### src/hdl/dcc_pkg.sv
package dcc_pkg;

    // Register byte addresses on the APB port.
    localparam logic [11:0] CSR_OFS = 12'h000;
    localparam logic [11:0] DLW_OFS = 12'h004;
    localparam logic [11:0] MPW_OFS = 12'h008;

    // Control/status word fields.
    localparam int CSR_DRDY = 0;
    localparam int CSR_FUNC_LO = 1;
    localparam int CSR_FUNC_HI = 3;
    localparam int CSR_IE = 6;
    localparam int CSR_RDY = 7;
    localparam int CSR_OPI = 10;
    localparam int CSR_DCHK = 11;
    localparam int CSR_DFLT = 14;
    localparam int CSR_ERR = 15;

    // Disk location word fields.
    localparam int DLW_MARK_LO = 0;
    localparam int DLW_MARK_HI = 1;
    localparam int DLW_DIR = 2;
    localparam int DLW_RST = 3;
    localparam int DLW_HEAD = 4;
    localparam int DLW_DIFF_LO = 7;
    localparam int DLW_DIFF_HI = 15;

    localparam logic [15:0] WORD_ZERO = 16'h0000;
    localparam logic [15:0] WORD_ONES = 16'hFFFF;
    localparam logic [15:0] MPW_RESET = 16'h0000;
    localparam logic [15:0] DLW_RESET = 16'h0000;
    localparam int SECTOR_WORDS = 128;
    localparam int CYL_W = 9;
    localparam logic [8:0] CYL_MAX_DEF = 9'h0FF;

    typedef enum logic [2:0] {
        FN_NOP, FN_WCHK, FN_GSTAT, FN_SEEK,
        FN_RHDR, FN_WDATA, FN_RDATA, FN_RDNH
    } dcc_func_t;

    // Live fault and state levels reported by the drive.
    typedef struct packed {
        logic head_current_fault;
        logic write_protect_flag;
        logic seek_overrun_flag;
        logic spin_fault;
        logic write_gate_fault;
        logic unit_select_fault;
        logic extended_mode;
        logic drive_phase_bit2;
        logic drive_phase_bit1;
        logic drive_phase_bit0;
    } dcc_drv_stat_t;

    typedef struct packed {
        logic dir;
        logic head_choice;
        logic [8:0] diff;
    } dcc_seek_t;

endpackage

### src/hdl/dcc_silo.sv
`timescale 1ns/100ps
`default_nettype none
// Small queue of words that follow the multipurpose word.
module dcc_silo #(
    parameter int WIDTH = 16,
    parameter int DEPTH = 2
) (
    input wire logic pclk,
    input wire logic presetn,
    input wire logic load,
    input wire logic [DEPTH*WIDTH-1:0] load_words,
    input wire logic flush,
    input wire logic pop,
    output logic [WIDTH-1:0] head_word,
    output logic not_empty
);
    logic [WIDTH-1:0] ent_r [DEPTH];
    logic [WIDTH-1:0] ent_nxt [DEPTH];
    logic [DEPTH:0] cnt_r;
    logic [DEPTH:0] cnt_nxt;

    genvar gi;
    generate
        for (gi = 0; gi < DEPTH; gi++) begin : g_ent
            always_comb begin
                ent_nxt[gi] = ent_r[gi];
                if (load) begin
                    ent_nxt[gi] = load_words[gi*WIDTH +: WIDTH];
                end else if (pop && gi < DEPTH - 1) begin
                    ent_nxt[gi] = ent_r[(gi + 1) % DEPTH];
                end
            end
            always_ff @(posedge pclk or negedge presetn) begin
                if (!presetn) begin
                    ent_r[gi] <= '0;
                end else begin
                    ent_r[gi] <= ent_nxt[gi];
                end
            end
        end
    endgenerate

    always_comb begin
        cnt_nxt = cnt_r;
        if (load) begin
            cnt_nxt = (DEPTH+1)'(DEPTH);
        end else if (flush) begin
            cnt_nxt = '0;
        end else if (pop && cnt_r != '0) begin
            cnt_nxt = cnt_r - 1'b1;
        end
    end

    always_ff @(posedge pclk or negedge presetn) begin
        if (!presetn) begin
            cnt_r <= '0;
        end else begin
            cnt_r <= cnt_nxt;
        end
    end

    assign head_word = ent_r[0];
    assign not_empty = (cnt_r != '0);
endmodule
`default_nettype wire

### src/hdl/dcc_ctrl.sv
`timescale 1ns/100ps
`default_nettype none
// Function
// - Status reset clears drive faults before delivery
// - Get status loads word, ready, interrupt
// - Status bits 15,9,5 zero; 4,3 one
// - Status reports the six drive faults
// - Status shows extended mode and head
// - Status low bits show drive phase
// - Read header queues location, zero, check
// - Header word holds cylinder, head, sector
// - Counter preloaded negative, ends on overflow
// - Function taken from control bits 1-3
// - No-op clears errors except drive fault
// - Write check matches header then streams
// - Sector compare mismatch sets data check
// - Get status without request bit errors
// - Seek needs marker bits else error
// - Seek stops at limit tracks
// - Read header captures location, ready, interrupt
// - Interrupt on any termination when enabled
// - Function codes zero to seven decoded
module dcc_ctrl #(
    parameter logic [8:0] CYL_MAX = dcc_pkg::CYL_MAX_DEF
) (
    input wire logic pclk,
    input wire logic presetn,
    input wire logic psel,
    input wire logic penable,
    input wire logic pwrite,
    input wire logic [11:0] paddr,
    input wire logic [31:0] pwdata,
    output logic [31:0] prdata,
    output logic pready,
    output logic pslverr,
    input wire dcc_pkg::dcc_drv_stat_t drv_stat,
    input wire logic drive_ready,
    input wire logic [5:0] sector_index,
    input wire logic [15:0] header_check_code,
    input wire logic disk_valid,
    input wire logic [15:0] disk_word,
    input wire logic disk_crc_err,
    output logic disk_ready,
    input wire logic host_valid,
    input wire logic [15:0] host_word,
    output logic host_ready,
    output logic seek_valid,
    output dcc_pkg::dcc_seek_t seek_cmd,
    output logic irq
);
    typedef enum logic [2:0] {
        ST_IDLE, ST_SCLR, ST_SLOAD, ST_HDR, ST_DATA
    } dcc_state_t;

    dcc_state_t state_r, state_nxt;
    dcc_pkg::dcc_func_t func_r, func_nxt;
    logic ie_r, ie_nxt, rdy_r, rdy_nxt;
    logic opi_r, opi_nxt, dchk_r, dchk_nxt;
    logic [5:0] flt_r, flt_nxt;
    logic [15:0] dlw_r, dlw_nxt, mpw_r, mpw_nxt;
    logic [8:0] cyl_r, cyl_nxt;
    logic head_r, head_nxt;
    logic [6:0] wcnt_r, wcnt_nxt;
    logic seek_valid_nxt, irq_nxt;
    dcc_pkg::dcc_seek_t seek_cmd_nxt;
    logic [31:0] prdata_nxt;

    logic wr_acc, rd_setup, rd_mpw, start, finish, xfer;
    logic flt_clr, silo_load, silo_ne;
    logic [15:0] csr_word, status_word, loc_word, silo_head;
    logic [5:0] flt_live;
    logic [9:0] cyl_sum;
    logic [8:0] seek_diff;

    assign pready = 1'b1;
    assign pslverr = psel && penable && paddr != dcc_pkg::CSR_OFS
        && paddr != dcc_pkg::DLW_OFS && paddr != dcc_pkg::MPW_OFS;
    assign wr_acc = psel && penable && pwrite;
    assign rd_setup = psel && !penable && !pwrite;
    assign rd_mpw = psel && penable && !pwrite
        && paddr == dcc_pkg::MPW_OFS;
    // Clearing the ready bit with a control write launches a command.
    assign start = wr_acc && paddr == dcc_pkg::CSR_OFS && rdy_r
        && !pwdata[dcc_pkg::CSR_RDY];
    assign xfer = state_r == ST_DATA && disk_valid && host_valid;

    assign csr_word = {opi_r || dchk_r || (flt_r != '0),
        (flt_r != '0), 2'h0, dchk_r, opi_r, 2'h0, rdy_r, ie_r, 2'h0,
        func_r, drive_ready};
    assign flt_live = {drv_stat.head_current_fault,
        drv_stat.write_protect_flag, drv_stat.seek_overrun_flag,
        drv_stat.spin_fault, drv_stat.write_gate_fault,
        drv_stat.unit_select_fault};
    assign status_word = {1'h0, flt_r[5:1], 1'h0, flt_r[0],
        drv_stat.extended_mode, head_r, 1'h0, 1'h1, 1'h1,
        drv_stat.drive_phase_bit2, drv_stat.drive_phase_bit1,
        drv_stat.drive_phase_bit0};
    assign loc_word = {cyl_r, head_r, sector_index};
    assign seek_diff = dlw_r[dcc_pkg::DLW_DIFF_HI:dcc_pkg::DLW_DIFF_LO];
    assign cyl_sum = {1'b0, cyl_r} + {1'b0, seek_diff};
    assign disk_ready = state_r == ST_HDR
        || (state_r == ST_DATA && host_valid);
    assign host_ready = state_r == ST_DATA && disk_valid;
    assign silo_load = start && dcc_pkg::FN_RHDR == dcc_pkg::dcc_func_t'(
        pwdata[dcc_pkg::CSR_FUNC_HI:dcc_pkg::CSR_FUNC_LO]);

    // The check code sits behind the zero word for diagnostic reads.
    dcc_silo #(.WIDTH(16), .DEPTH(2)) u_silo (
        .pclk(pclk),
        .presetn(presetn),
        .load(silo_load),
        .load_words({header_check_code, dcc_pkg::WORD_ZERO}),
        .flush(wr_acc && paddr == dcc_pkg::MPW_OFS),
        .pop(rd_mpw && rdy_r),
        .head_word(silo_head),
        .not_empty(silo_ne)
    );

    always_comb begin
        state_nxt = state_r;
        func_nxt = func_r;
        ie_nxt = ie_r;
        rdy_nxt = rdy_r;
        opi_nxt = opi_r;
        dchk_nxt = dchk_r;
        dlw_nxt = dlw_r;
        mpw_nxt = mpw_r;
        cyl_nxt = cyl_r;
        head_nxt = head_r;
        wcnt_nxt = wcnt_r;
        seek_valid_nxt = 1'b0;
        seek_cmd_nxt = seek_cmd;
        flt_clr = 1'b0;
        finish = 1'b0;
        if (wr_acc && paddr == dcc_pkg::CSR_OFS) begin
            ie_nxt = pwdata[dcc_pkg::CSR_IE];
        end
        if (wr_acc && rdy_r && paddr == dcc_pkg::DLW_OFS) begin
            dlw_nxt = pwdata[15:0];
        end
        if (wr_acc && rdy_r && paddr == dcc_pkg::MPW_OFS) begin
            mpw_nxt = pwdata[15:0];
        end
        if (rd_mpw && rdy_r && silo_ne) begin
            mpw_nxt = silo_head;
        end
        case (state_r)
            ST_IDLE: begin
                if (start) begin
                    func_nxt = dcc_pkg::dcc_func_t'(
                        pwdata[dcc_pkg::CSR_FUNC_HI:dcc_pkg::CSR_FUNC_LO]);
                    rdy_nxt = 1'b0;
                    case (func_nxt)
                        dcc_pkg::FN_NOP: begin
                            opi_nxt = 1'b0;
                            dchk_nxt = 1'b0;
                            finish = 1'b1;
                        end
                        dcc_pkg::FN_WCHK: begin
                            wcnt_nxt = '0;
                            state_nxt = ST_HDR;
                        end
                        dcc_pkg::FN_GSTAT: begin
                            if (!dlw_r[dcc_pkg::DLW_MARK_HI]) begin
                                opi_nxt = 1'b1;
                                finish = 1'b1;
                            end else if (dlw_r[dcc_pkg::DLW_RST]) begin
                                state_nxt = ST_SCLR;
                            end else begin
                                state_nxt = ST_SLOAD;
                            end
                        end
                        dcc_pkg::FN_SEEK: begin
                            if (dlw_r[dcc_pkg::DLW_MARK_LO]
                                && !dlw_r[dcc_pkg::DLW_MARK_HI]) begin
                                seek_valid_nxt = 1'b1;
                                seek_cmd_nxt = {dlw_r[dcc_pkg::DLW_DIR],
                                    dlw_r[dcc_pkg::DLW_HEAD], seek_diff};
                                head_nxt = dlw_r[dcc_pkg::DLW_HEAD];
                                if (dlw_r[dcc_pkg::DLW_DIR]) begin
                                    cyl_nxt = (cyl_sum > {1'b0, CYL_MAX})
                                        ? CYL_MAX : cyl_sum[8:0];
                                end else begin
                                    cyl_nxt = (seek_diff > cyl_r)
                                        ? '0 : cyl_r - seek_diff;
                                end
                            end else begin
                                opi_nxt = 1'b1;
                            end
                            finish = 1'b1;
                        end
                        dcc_pkg::FN_RHDR: begin
                            mpw_nxt = loc_word;
                            finish = 1'b1;
                        end
                        default: begin
                            // Data read and write functions are not implemented and end with an operation error.
                            opi_nxt = 1'b1;
                            finish = 1'b1;
                        end
                    endcase
                end
            end
            ST_SCLR: begin
                flt_clr = 1'b1;
                state_nxt = ST_SLOAD;
            end
            ST_SLOAD: begin
                mpw_nxt = status_word;
                finish = 1'b1;
                state_nxt = ST_IDLE;
            end
            ST_HDR: begin
                // The logical address maps one to one onto the disk.
                if (disk_valid && disk_word == dlw_r) begin
                    if (disk_crc_err) begin
                        opi_nxt = 1'b1;
                        dchk_nxt = 1'b1;
                        finish = 1'b1;
                        state_nxt = ST_IDLE;
                    end else begin
                        state_nxt = ST_DATA;
                    end
                end
            end
            ST_DATA: begin
                if (xfer) begin
                    mpw_nxt = mpw_r + 16'h0001;
                    wcnt_nxt = wcnt_r + 7'h01;
                    if (disk_word != host_word || disk_crc_err) begin
                        dchk_nxt = 1'b1;
                    end
                    if (mpw_r == dcc_pkg::WORD_ONES) begin
                        finish = 1'b1;
                        state_nxt = ST_IDLE;
                    end else if (wcnt_r == 7'(dcc_pkg::SECTOR_WORDS - 1))
                    begin
                        dlw_nxt = dlw_r + 16'h0001;
                        state_nxt = ST_HDR;
                    end
                end
            end
            default: begin
                state_nxt = ST_IDLE;
            end
        endcase
        if (finish) begin
            rdy_nxt = 1'b1;
        end
        // The enable written with the command governs its own completion.
        irq_nxt = finish && ie_nxt;
    end

    // A fault seen in the clearing cycle stays set.
    always_comb begin
        flt_nxt = (flt_clr ? '0 : flt_r) | flt_live;
    end

    // Data is registered at setup; busy reads return the raw counter.
    always_comb begin
        prdata_nxt = prdata;
        if (rd_setup) begin
            case (paddr)
                dcc_pkg::CSR_OFS: prdata_nxt = {16'h0000, csr_word};
                dcc_pkg::DLW_OFS: prdata_nxt = {16'h0000, dlw_r};
                dcc_pkg::MPW_OFS: prdata_nxt = {16'h0000, mpw_r};
                default: prdata_nxt = 32'h00000000;
            endcase
        end
    end

    always_ff @(posedge pclk or negedge presetn) begin
        if (!presetn) begin
            state_r <= ST_IDLE;
            func_r <= dcc_pkg::FN_NOP;
            ie_r <= 1'b0;
            rdy_r <= 1'b1;
            opi_r <= 1'b0;
            dchk_r <= 1'b0;
            flt_r <= '0;
            dlw_r <= dcc_pkg::DLW_RESET;
            mpw_r <= dcc_pkg::MPW_RESET;
            cyl_r <= '0;
            head_r <= 1'b0;
            wcnt_r <= '0;
            seek_valid <= 1'b0;
            seek_cmd <= '0;
            irq <= 1'b0;
            prdata <= 32'h00000000;
        end else begin
            state_r <= state_nxt;
            func_r <= func_nxt;
            ie_r <= ie_nxt;
            rdy_r <= rdy_nxt;
            opi_r <= opi_nxt;
            dchk_r <= dchk_nxt;
            flt_r <= flt_nxt;
            dlw_r <= dlw_nxt;
            mpw_r <= mpw_nxt;
            cyl_r <= cyl_nxt;
            head_r <= head_nxt;
            wcnt_r <= wcnt_nxt;
            seek_valid <= seek_valid_nxt;
            seek_cmd <= seek_cmd_nxt;
            irq <= irq_nxt;
            prdata <= prdata_nxt;
        end
    end
endmodule
`default_nettype wire

### config.mk
export PLATFORM = sky130hd
export DESIGN_NAME = dcc_ctrl
export DESIGN_NICKNAME = d
export VERILOG_FILES = /design/src/hdl/dcc_pkg.sv /design/src/hdl/dcc_silo.sv /design/src/hdl/dcc_ctrl.sv
export SDC_FILE = /design/constraint.sdc
export NUM_CORES = 1
export LEC_CHECK = 0
export BUFFER_PORTS_ARGS = -buffer_cell sky130_fd_sc_hd__buf_2
export CAP_MARGIN = 20
export CORE_MARGIN = 3
export CORE_UTILIZATION = 50
export DETAILED_ROUTE_END_ITERATION = 6
export PLACE_DENSITY = 0.74
export SETUP_SLACK_MARGIN = 0.3
export SYNTH_ARGS = -nofsm -noshare
export SYNTH_HDL_FRONTEND = slang
export SYNTH_SLANG_ARGS = --single-unit
### constraint.sdc
create_clock -name pclk -period 2.9 [get_ports pclk]
set_clock_uncertainty 0.15 [all_clocks]
set_input_delay 0.29 -clock pclk [delete_from_list [all_inputs] [get_ports pclk]]
set_output_delay 0.29 -clock pclk [all_outputs]
set_load 0.1 [all_outputs]
* Word level (Yosys, flattened, before mapping)
Cells that the tools add are included.
** Storage, ports and cells
- Flip-flop bits (word level) :: 144
- Bits in latches :: 0
- Bits in writable memories :: 0
- Memory bits (read-only) :: 0
- Bits of input ports :: 117
- Output and inout bits :: 49
- Logic and storage cells :: 177
- Memories kept :: 0
** Cells by class
- Add/subtract/negate cells :: 6
- Multipliers :: 0
- Divide/modulo/power cells :: 0
- $lt $le $gt $ge :: 2
- Equality and inequality tests :: 30
- Shift-type cells :: 0
- Muxes and demuxes :: 64
- Bitwise operators :: 1
- Reductions and logical operators :: 54
** Operators with widths (count)
- $mux W16 :: 12
- $pmux W16 S3 :: 2
- $add A16 B1 Y16 const B :: 2
- $mux W3 :: 10
- $mux W9 :: 3
- $logic_and A1 B1 Y1 :: 25
- $mux W1 :: 24
- $mux W7 :: 3
- $eq A16 B16 Y1 :: 1
- $eq A16 B16 Y1 const B :: 1
- $ne A16 B16 Y1 :: 1
- $pmux W7 S2 :: 1
- $reduce_and A7 Y1 :: 2
- $eq A12 B3 Y1 const B :: 1
- $eq A12 B4 Y1 const B :: 1
- $eq A3 B2 Y1 const B :: 4
- $logic_not A12 Y1 :: 1
- $ne A12 B3 Y1 const B :: 1
- $ne A12 B4 Y1 const B :: 1
- $pmux W3 S4 :: 1
- $reduce_bool A12 Y1 :: 1
- $add A9 B9 Y10 :: 1
- $gt A10 B8 Y1 const B :: 1
- $reduce_bool A2 Y1 :: 5
- 28 further kinds :: 52

* Logic depth before layout (Yosys ltp)
- Depth after elaboration :: 9
- Mapped depth :: 10

* Hierarchy
From an unflattened synthesis, not the netlist that was laid out.
** Second synthesis, totals
- Cells, all modules :: 916
- Area total of the unflattened synthesis :: 8267.9 sq um
** Modules (own cells, without submodules)
- dcc_ctrl :: instances 1, cells each 780, area each 6641.4 sq um, seq. area each 2328.5 sq um
- dcc_silo :: instances 1, cells each 136, area each 1626.6 sq um, seq. area each 875.8 sq um

* Least setup slack after synthesis
No wires, ideal clock.
- Path type :: input port to output port
- From :: input port paddr[3]
- To :: output port pslverr
- Data arrival time :: 3.083 ns
- Path slack :: -0.623 ns
- Stages :: 5
- Buffers on the path :: 2
- Cell sequence :: clkbuf_1 -> nor2b_1 -> nor4b_2 -> clkbuf_1 -> nor3_1
** On the way
- Word-level cells in the longest chain between the ends :: 4
** RTL lines
- start, declared :: RTL line dcc_ctrl.sv:31 : input wire logic [11:0] paddr,
- $reduce_bool A12 Y1 :: RTL line dcc_ctrl.sv:76 : assign pslverr = psel && penable && paddr != dcc_pkg::CSR_OFS
- $logic_and A1 B1 Y1 :: RTL line dcc_ctrl.sv:76
- $logic_and A1 B1 Y1 :: RTL line dcc_ctrl.sv:77 : && paddr != dcc_pkg::DLW_OFS && paddr != dcc_pkg::MPW_OFS;
- $logic_and A1 B1 Y1 (*) :: RTL line dcc_ctrl.sv:77
- end, declared :: RTL line dcc_ctrl.sv:35 : output logic pslverr,
Mark *: on every way between the ends. The rest lies on a longest branch, timed or not.

* Final worst setup path
- From :: register dlw_r[7]
- To :: register cyl_r[0]
** On the way
- Word-level cells in the longest chain between the ends :: 4
** RTL lines
- start, declared :: RTL line dcc_ctrl.sv:60 : logic [15:0] dlw_r, dlw_nxt, mpw_r, mpw_nxt;
- start signal, assigned :: RTL line dcc_ctrl.sv:281 : dlw_r <= dcc_pkg::DLW_RESET;
- start signal, assigned :: RTL line dcc_ctrl.sv:298 : dlw_r <= dlw_nxt;
- $add A9 B9 Y10 :: RTL line dcc_ctrl.sv:100 : assign cyl_sum = {1'b0, cyl_r} + {1'b0, seek_diff};
- $gt A10 B8 Y1 :: RTL line dcc_ctrl.sv:181 : cyl_nxt = (cyl_sum > {1'b0, CYL_MAX})
- $mux W9 :: RTL line dcc_ctrl.sv:182 : ? CYL_MAX : cyl_sum[8:0];
- $mux W9 (*) :: RTL line dcc_ctrl.sv:180 : if (dlw_r[dcc_pkg::DLW_DIR]) begin
- end signal, assigned :: RTL line dcc_ctrl.sv:300 : cyl_r <= cyl_nxt;
- end, declared :: RTL line dcc_ctrl.sv:61 : logic [8:0] cyl_r, cyl_nxt;
Marks and branches as above.
A chain may end at the register's enable or synchronous reset.

==> out/results.ini <==
[run_status]
status = complete, no violations

[cts]
cts_buffer_depth = 2
insertion_delay_ns = 0.43
clock-sinks = 128
cts_tree = built
cts_made_buffers = 17
htree_levels = 4
cts.clk_slew.worst_paths_ns = 0.07
clockRootBuffer = clkbuf_16

[drt]
dr.pass1.iters = 7
wirelength_um = 25100
via_count = 7722
wl_per_cell_um = 19.1
drt_iter0_drc = 879
drc = 0
via_per_inst = 5.87
antenna_left = 0

[final_layout]
antennaDiodeCount = 0
seq_area_um2 = 3210
fillCellCount = 1359
multi_input_area_um2 = 4710
area_growth_pct = 25.8
final_nets = 1230
finalNonFillerCells = 1316
layout-drive-gt1-share_pct = 25.8

[power]
max-vdd-ir-drop_uv = 438
powerDensity_nw_per_um2 = 439
power_leakage_uw = 0.00480

[sta]
max_freq_ghz = 0.390
slew_viol_final = 0
final_hold_viol_count = 0
min_period_ns = 2.57
setup_violations = 0
tns_ns = 0
layout_worst_path_cycle_share_pct = 88.5
tightest_slew_ns = 0.929
relSlewSlack_pct = 37.7
grt_setup_unrepaired = true

[placed_design]
routabilityCongestion = 0.979
post-dp-hpwl_um = 18700
post-place-cells = 1254
portBuffers = 132

[yosys]
synthTopCellsByCount = 127 x dfrtp_1, 94 x nand2_1, 83 x nor2_1
syn_inst = 898
yosysUniqueCellTypes = 81
netlist.area_leader.share_pct = 38.6
seq_area_frac_synth_pct = 38.9
synth_area_um2 = 8230
synth-edff-count = 0
synth_most_common_cell = dfrtp_1
synth_seq_cells = 128
ys.flop_type = dfrtp_1
async_reset_ff_share_pct = 100
yosys-top-cells-area = dfrtp_1 39%, nand2_1 4.3%, xor2_1 4.3%, mux2i_1 4.0%, nor2_1 3.8%
yosysTopAreaCell = dfrtp_1
syn_avg_cell_area_um2 = 9.17
yosysWarnings = 0

[setup_path]
crit_fanout = 4
cp-start-kind = flop
crit_path_top_delay_cell = dfrtp_1
worst_r2r_path_depth = 9
worstPathRequired_ns = 3.09
critPathArrivalTime_ns = 2.75
timing.rr.end = cyl_r[0]
worst_path_largest_cell_delay_ns = 0.43
cp-end-kind = flop
cp_cell_sequence = ha_1 -> fa_1 -> nand2b_1 -> a2111oi_4 -> o21a_1 -> o211ai_1 -> buf_4 -> nand2_1 -> a31oi_1
crit_type = flop to flop
r2r-start = dlw_r[7]
r2r_setup_slack_ns = 0.33

[global_routing]
gr-total-overflow = 0
grt_pass1_vias = 7175
grt_usage_pct = 27.4
grt_max_degree = 44
grt_pass1_wl_um = 38800
antenna_found_initial = 0

[hold_path]
min-delay-start = disk_crc_err
holdPathEnd = state_r[2]
min_path_cells = 4
hold_path.class = input pin to flop

[floorplan]
die_area_um2 = 18000
die_h_um = 134
dieWidth_um = 134
ios = 166
start_util_pct = 51.5
coreArea_um2 = 16000
std_cell_rows = 46

[job]
drv_cap = 0

layout by cell type, fill, tap and decap left out, types with 4 or more instances in the layout:
| master | netlist | routed |
|---|---|---|
| nor2_1 | 83 | 83 |
| nor2b_1 | 6 | 6 |
| a211oi_1 | 17 | 17 |
| or2_2 | 4 | 4 |
| xor2_1 | 40 | 40 |
| o21ai_1 | 6 | 6 |
| and2_1 | 7 | 7 |
| o21ai_0 | 57 | 57 |
| a21o_1 | 10 | 10 |
| a222oi_1 | 9 | 9 |
| inv_6 | 0 | 4 |
| clkinv_4 | 0 | 5 |
| inv_1 | 24 | 24 |
| o211ai_1 | 5 | 5 |
| mux2i_1 | 33 | 33 |
| nand2_1 | 94 | 94 |
| clkbuf_16 | 0 | 17 |
| nor3_1 | 25 | 24 |
| ha_1 | 24 | 23 |
| nand4_1 | 7 | 7 |
| dfrtp_1 | 127 | 126 |
| nand3_1 | 28 | 27 |
| bufinv_16 | 0 | 4 |
| buf_4 | 19 | 58 |
| dlygate4sd3_1 | 0 | 29 |
| buf_2 | 15 | 131 |
| a211o_1 | 9 | 9 |
| a22oi_1 | 8 | 8 |
| and3_1 | 13 | 13 |
| nor4_1 | 13 | 12 |
| mux2_2 | 22 | 22 |
| a21oi_1 | 39 | 39 |
| nand3b_1 | 6 | 6 |
| nand2b_1 | 9 | 9 |
| conb_1 | 2 | 17 |
| xnor2_1 | 21 | 21 |
| a221o_1 | 10 | 10 |
worst max-delay path by stage:
stage	from	end	slack, ns	cells after the start
final	dlw_r[7]	cyl_r[0]	0.33	9
after global routing	dlw_r[7]	cyl_r[0]	0.25	9
after CTS	cyl_r[2]	cyl_r[4]	0.31	8
after detailed placement	cyl_r[4]	cyl_r[4]	0.23	7
after global placement	cyl_r[4]	cyl_r[4]	0.26	7
after floorplan	dlw_r[11]	cyl_r[4]	0.31	9
metal layers:
layer  vias up  wire length (µm)  GRT usage, %
met5         -                 0             0
met4         0               439          7.13
met3        39              2020          5.40
met2       387             11700          43.3
met1      3710             11000          38.9
li1       3586                 -             -
cell families (layout without fill, tap and decap cells):
family / after synthesis / count (layout) / synth area share [%]
and+or+nand+nor: 329 / 329 / 20.6
AOI/OAI and AO/OA: 207 / 207 / 17.1
DFF: 128 / 128 / 38.9
buffers and inverters: 90 / 277 / 5.58
xor gates and xnor gates: 61 / 61 / 6.49
muxes: 55 / 55 / 7.02
adders and majority gates: 26 / 26 / 4.13
other: 2 / 17 / 0.0912
registers in the layout, indices dropped and copies added (netlist names), 3 cells and up:
register          cells
func_r                3
u_silo.ent_r         16
mpw_r                16
wcnt_r                7
dlw_r                16
state_r               3
flt_r                 6
cyl_r                 9
u_silo.cnt_r          3
u_silo.head_word     16
prdata               16
seek_cmd             10
worst max-delay path, delay by kind of cell, from the launching register on:
family / cells / cell delay (ns)
DFF: 1 / 0.43
and+or+nand+nor: 2 / 0.28
AOI/OAI and AO/OA: 4 / 0.77
buffers and inverters: 1 / 0.18
adders and majority gates: 2 / 0.66
metrics by stage:
stage	total power, µW	setup slack, ns	hold slack [ns]	instance area [µm²]	util, %
final	4550	0.334	0.0209	10400	64.7
after detailed placement	2200	0.229	0.190	9350	58.4
after CTS	4560	0.312	0.0162	10300	64.3
after global placement	2200	0.259	0.185	9350	58.4
after floorplan	2050	0.314	-0.156	8300	-
after global routing	4670	0.249	0.0220	10400	64.7
report_power, final:
part / internal (µW) / switching, µW
registers: 1800 / 19.0
clock network: 1480 / 865
logic: 136 / 254
total: 3410 / 1140
layout make-up:
class	count	area share [%]
multi-input cells	695	45.4
inverters	24	0.870
flip-flops and latches	128	31.0
well taps	216	2.61
clock buffers	18	4.24
clock inverters	14	1.97
repair buffers	221	13.9
timing repair:
item	CTS	global route
setup endpoints to repair	7	23
setup buffers	0	1
pin swaps	0	5
hold buffers	29	0
endpoints found under the hold margin	66	0
resized for setup	3	11
Note: power is estimated with default switching activity, not from simulation.
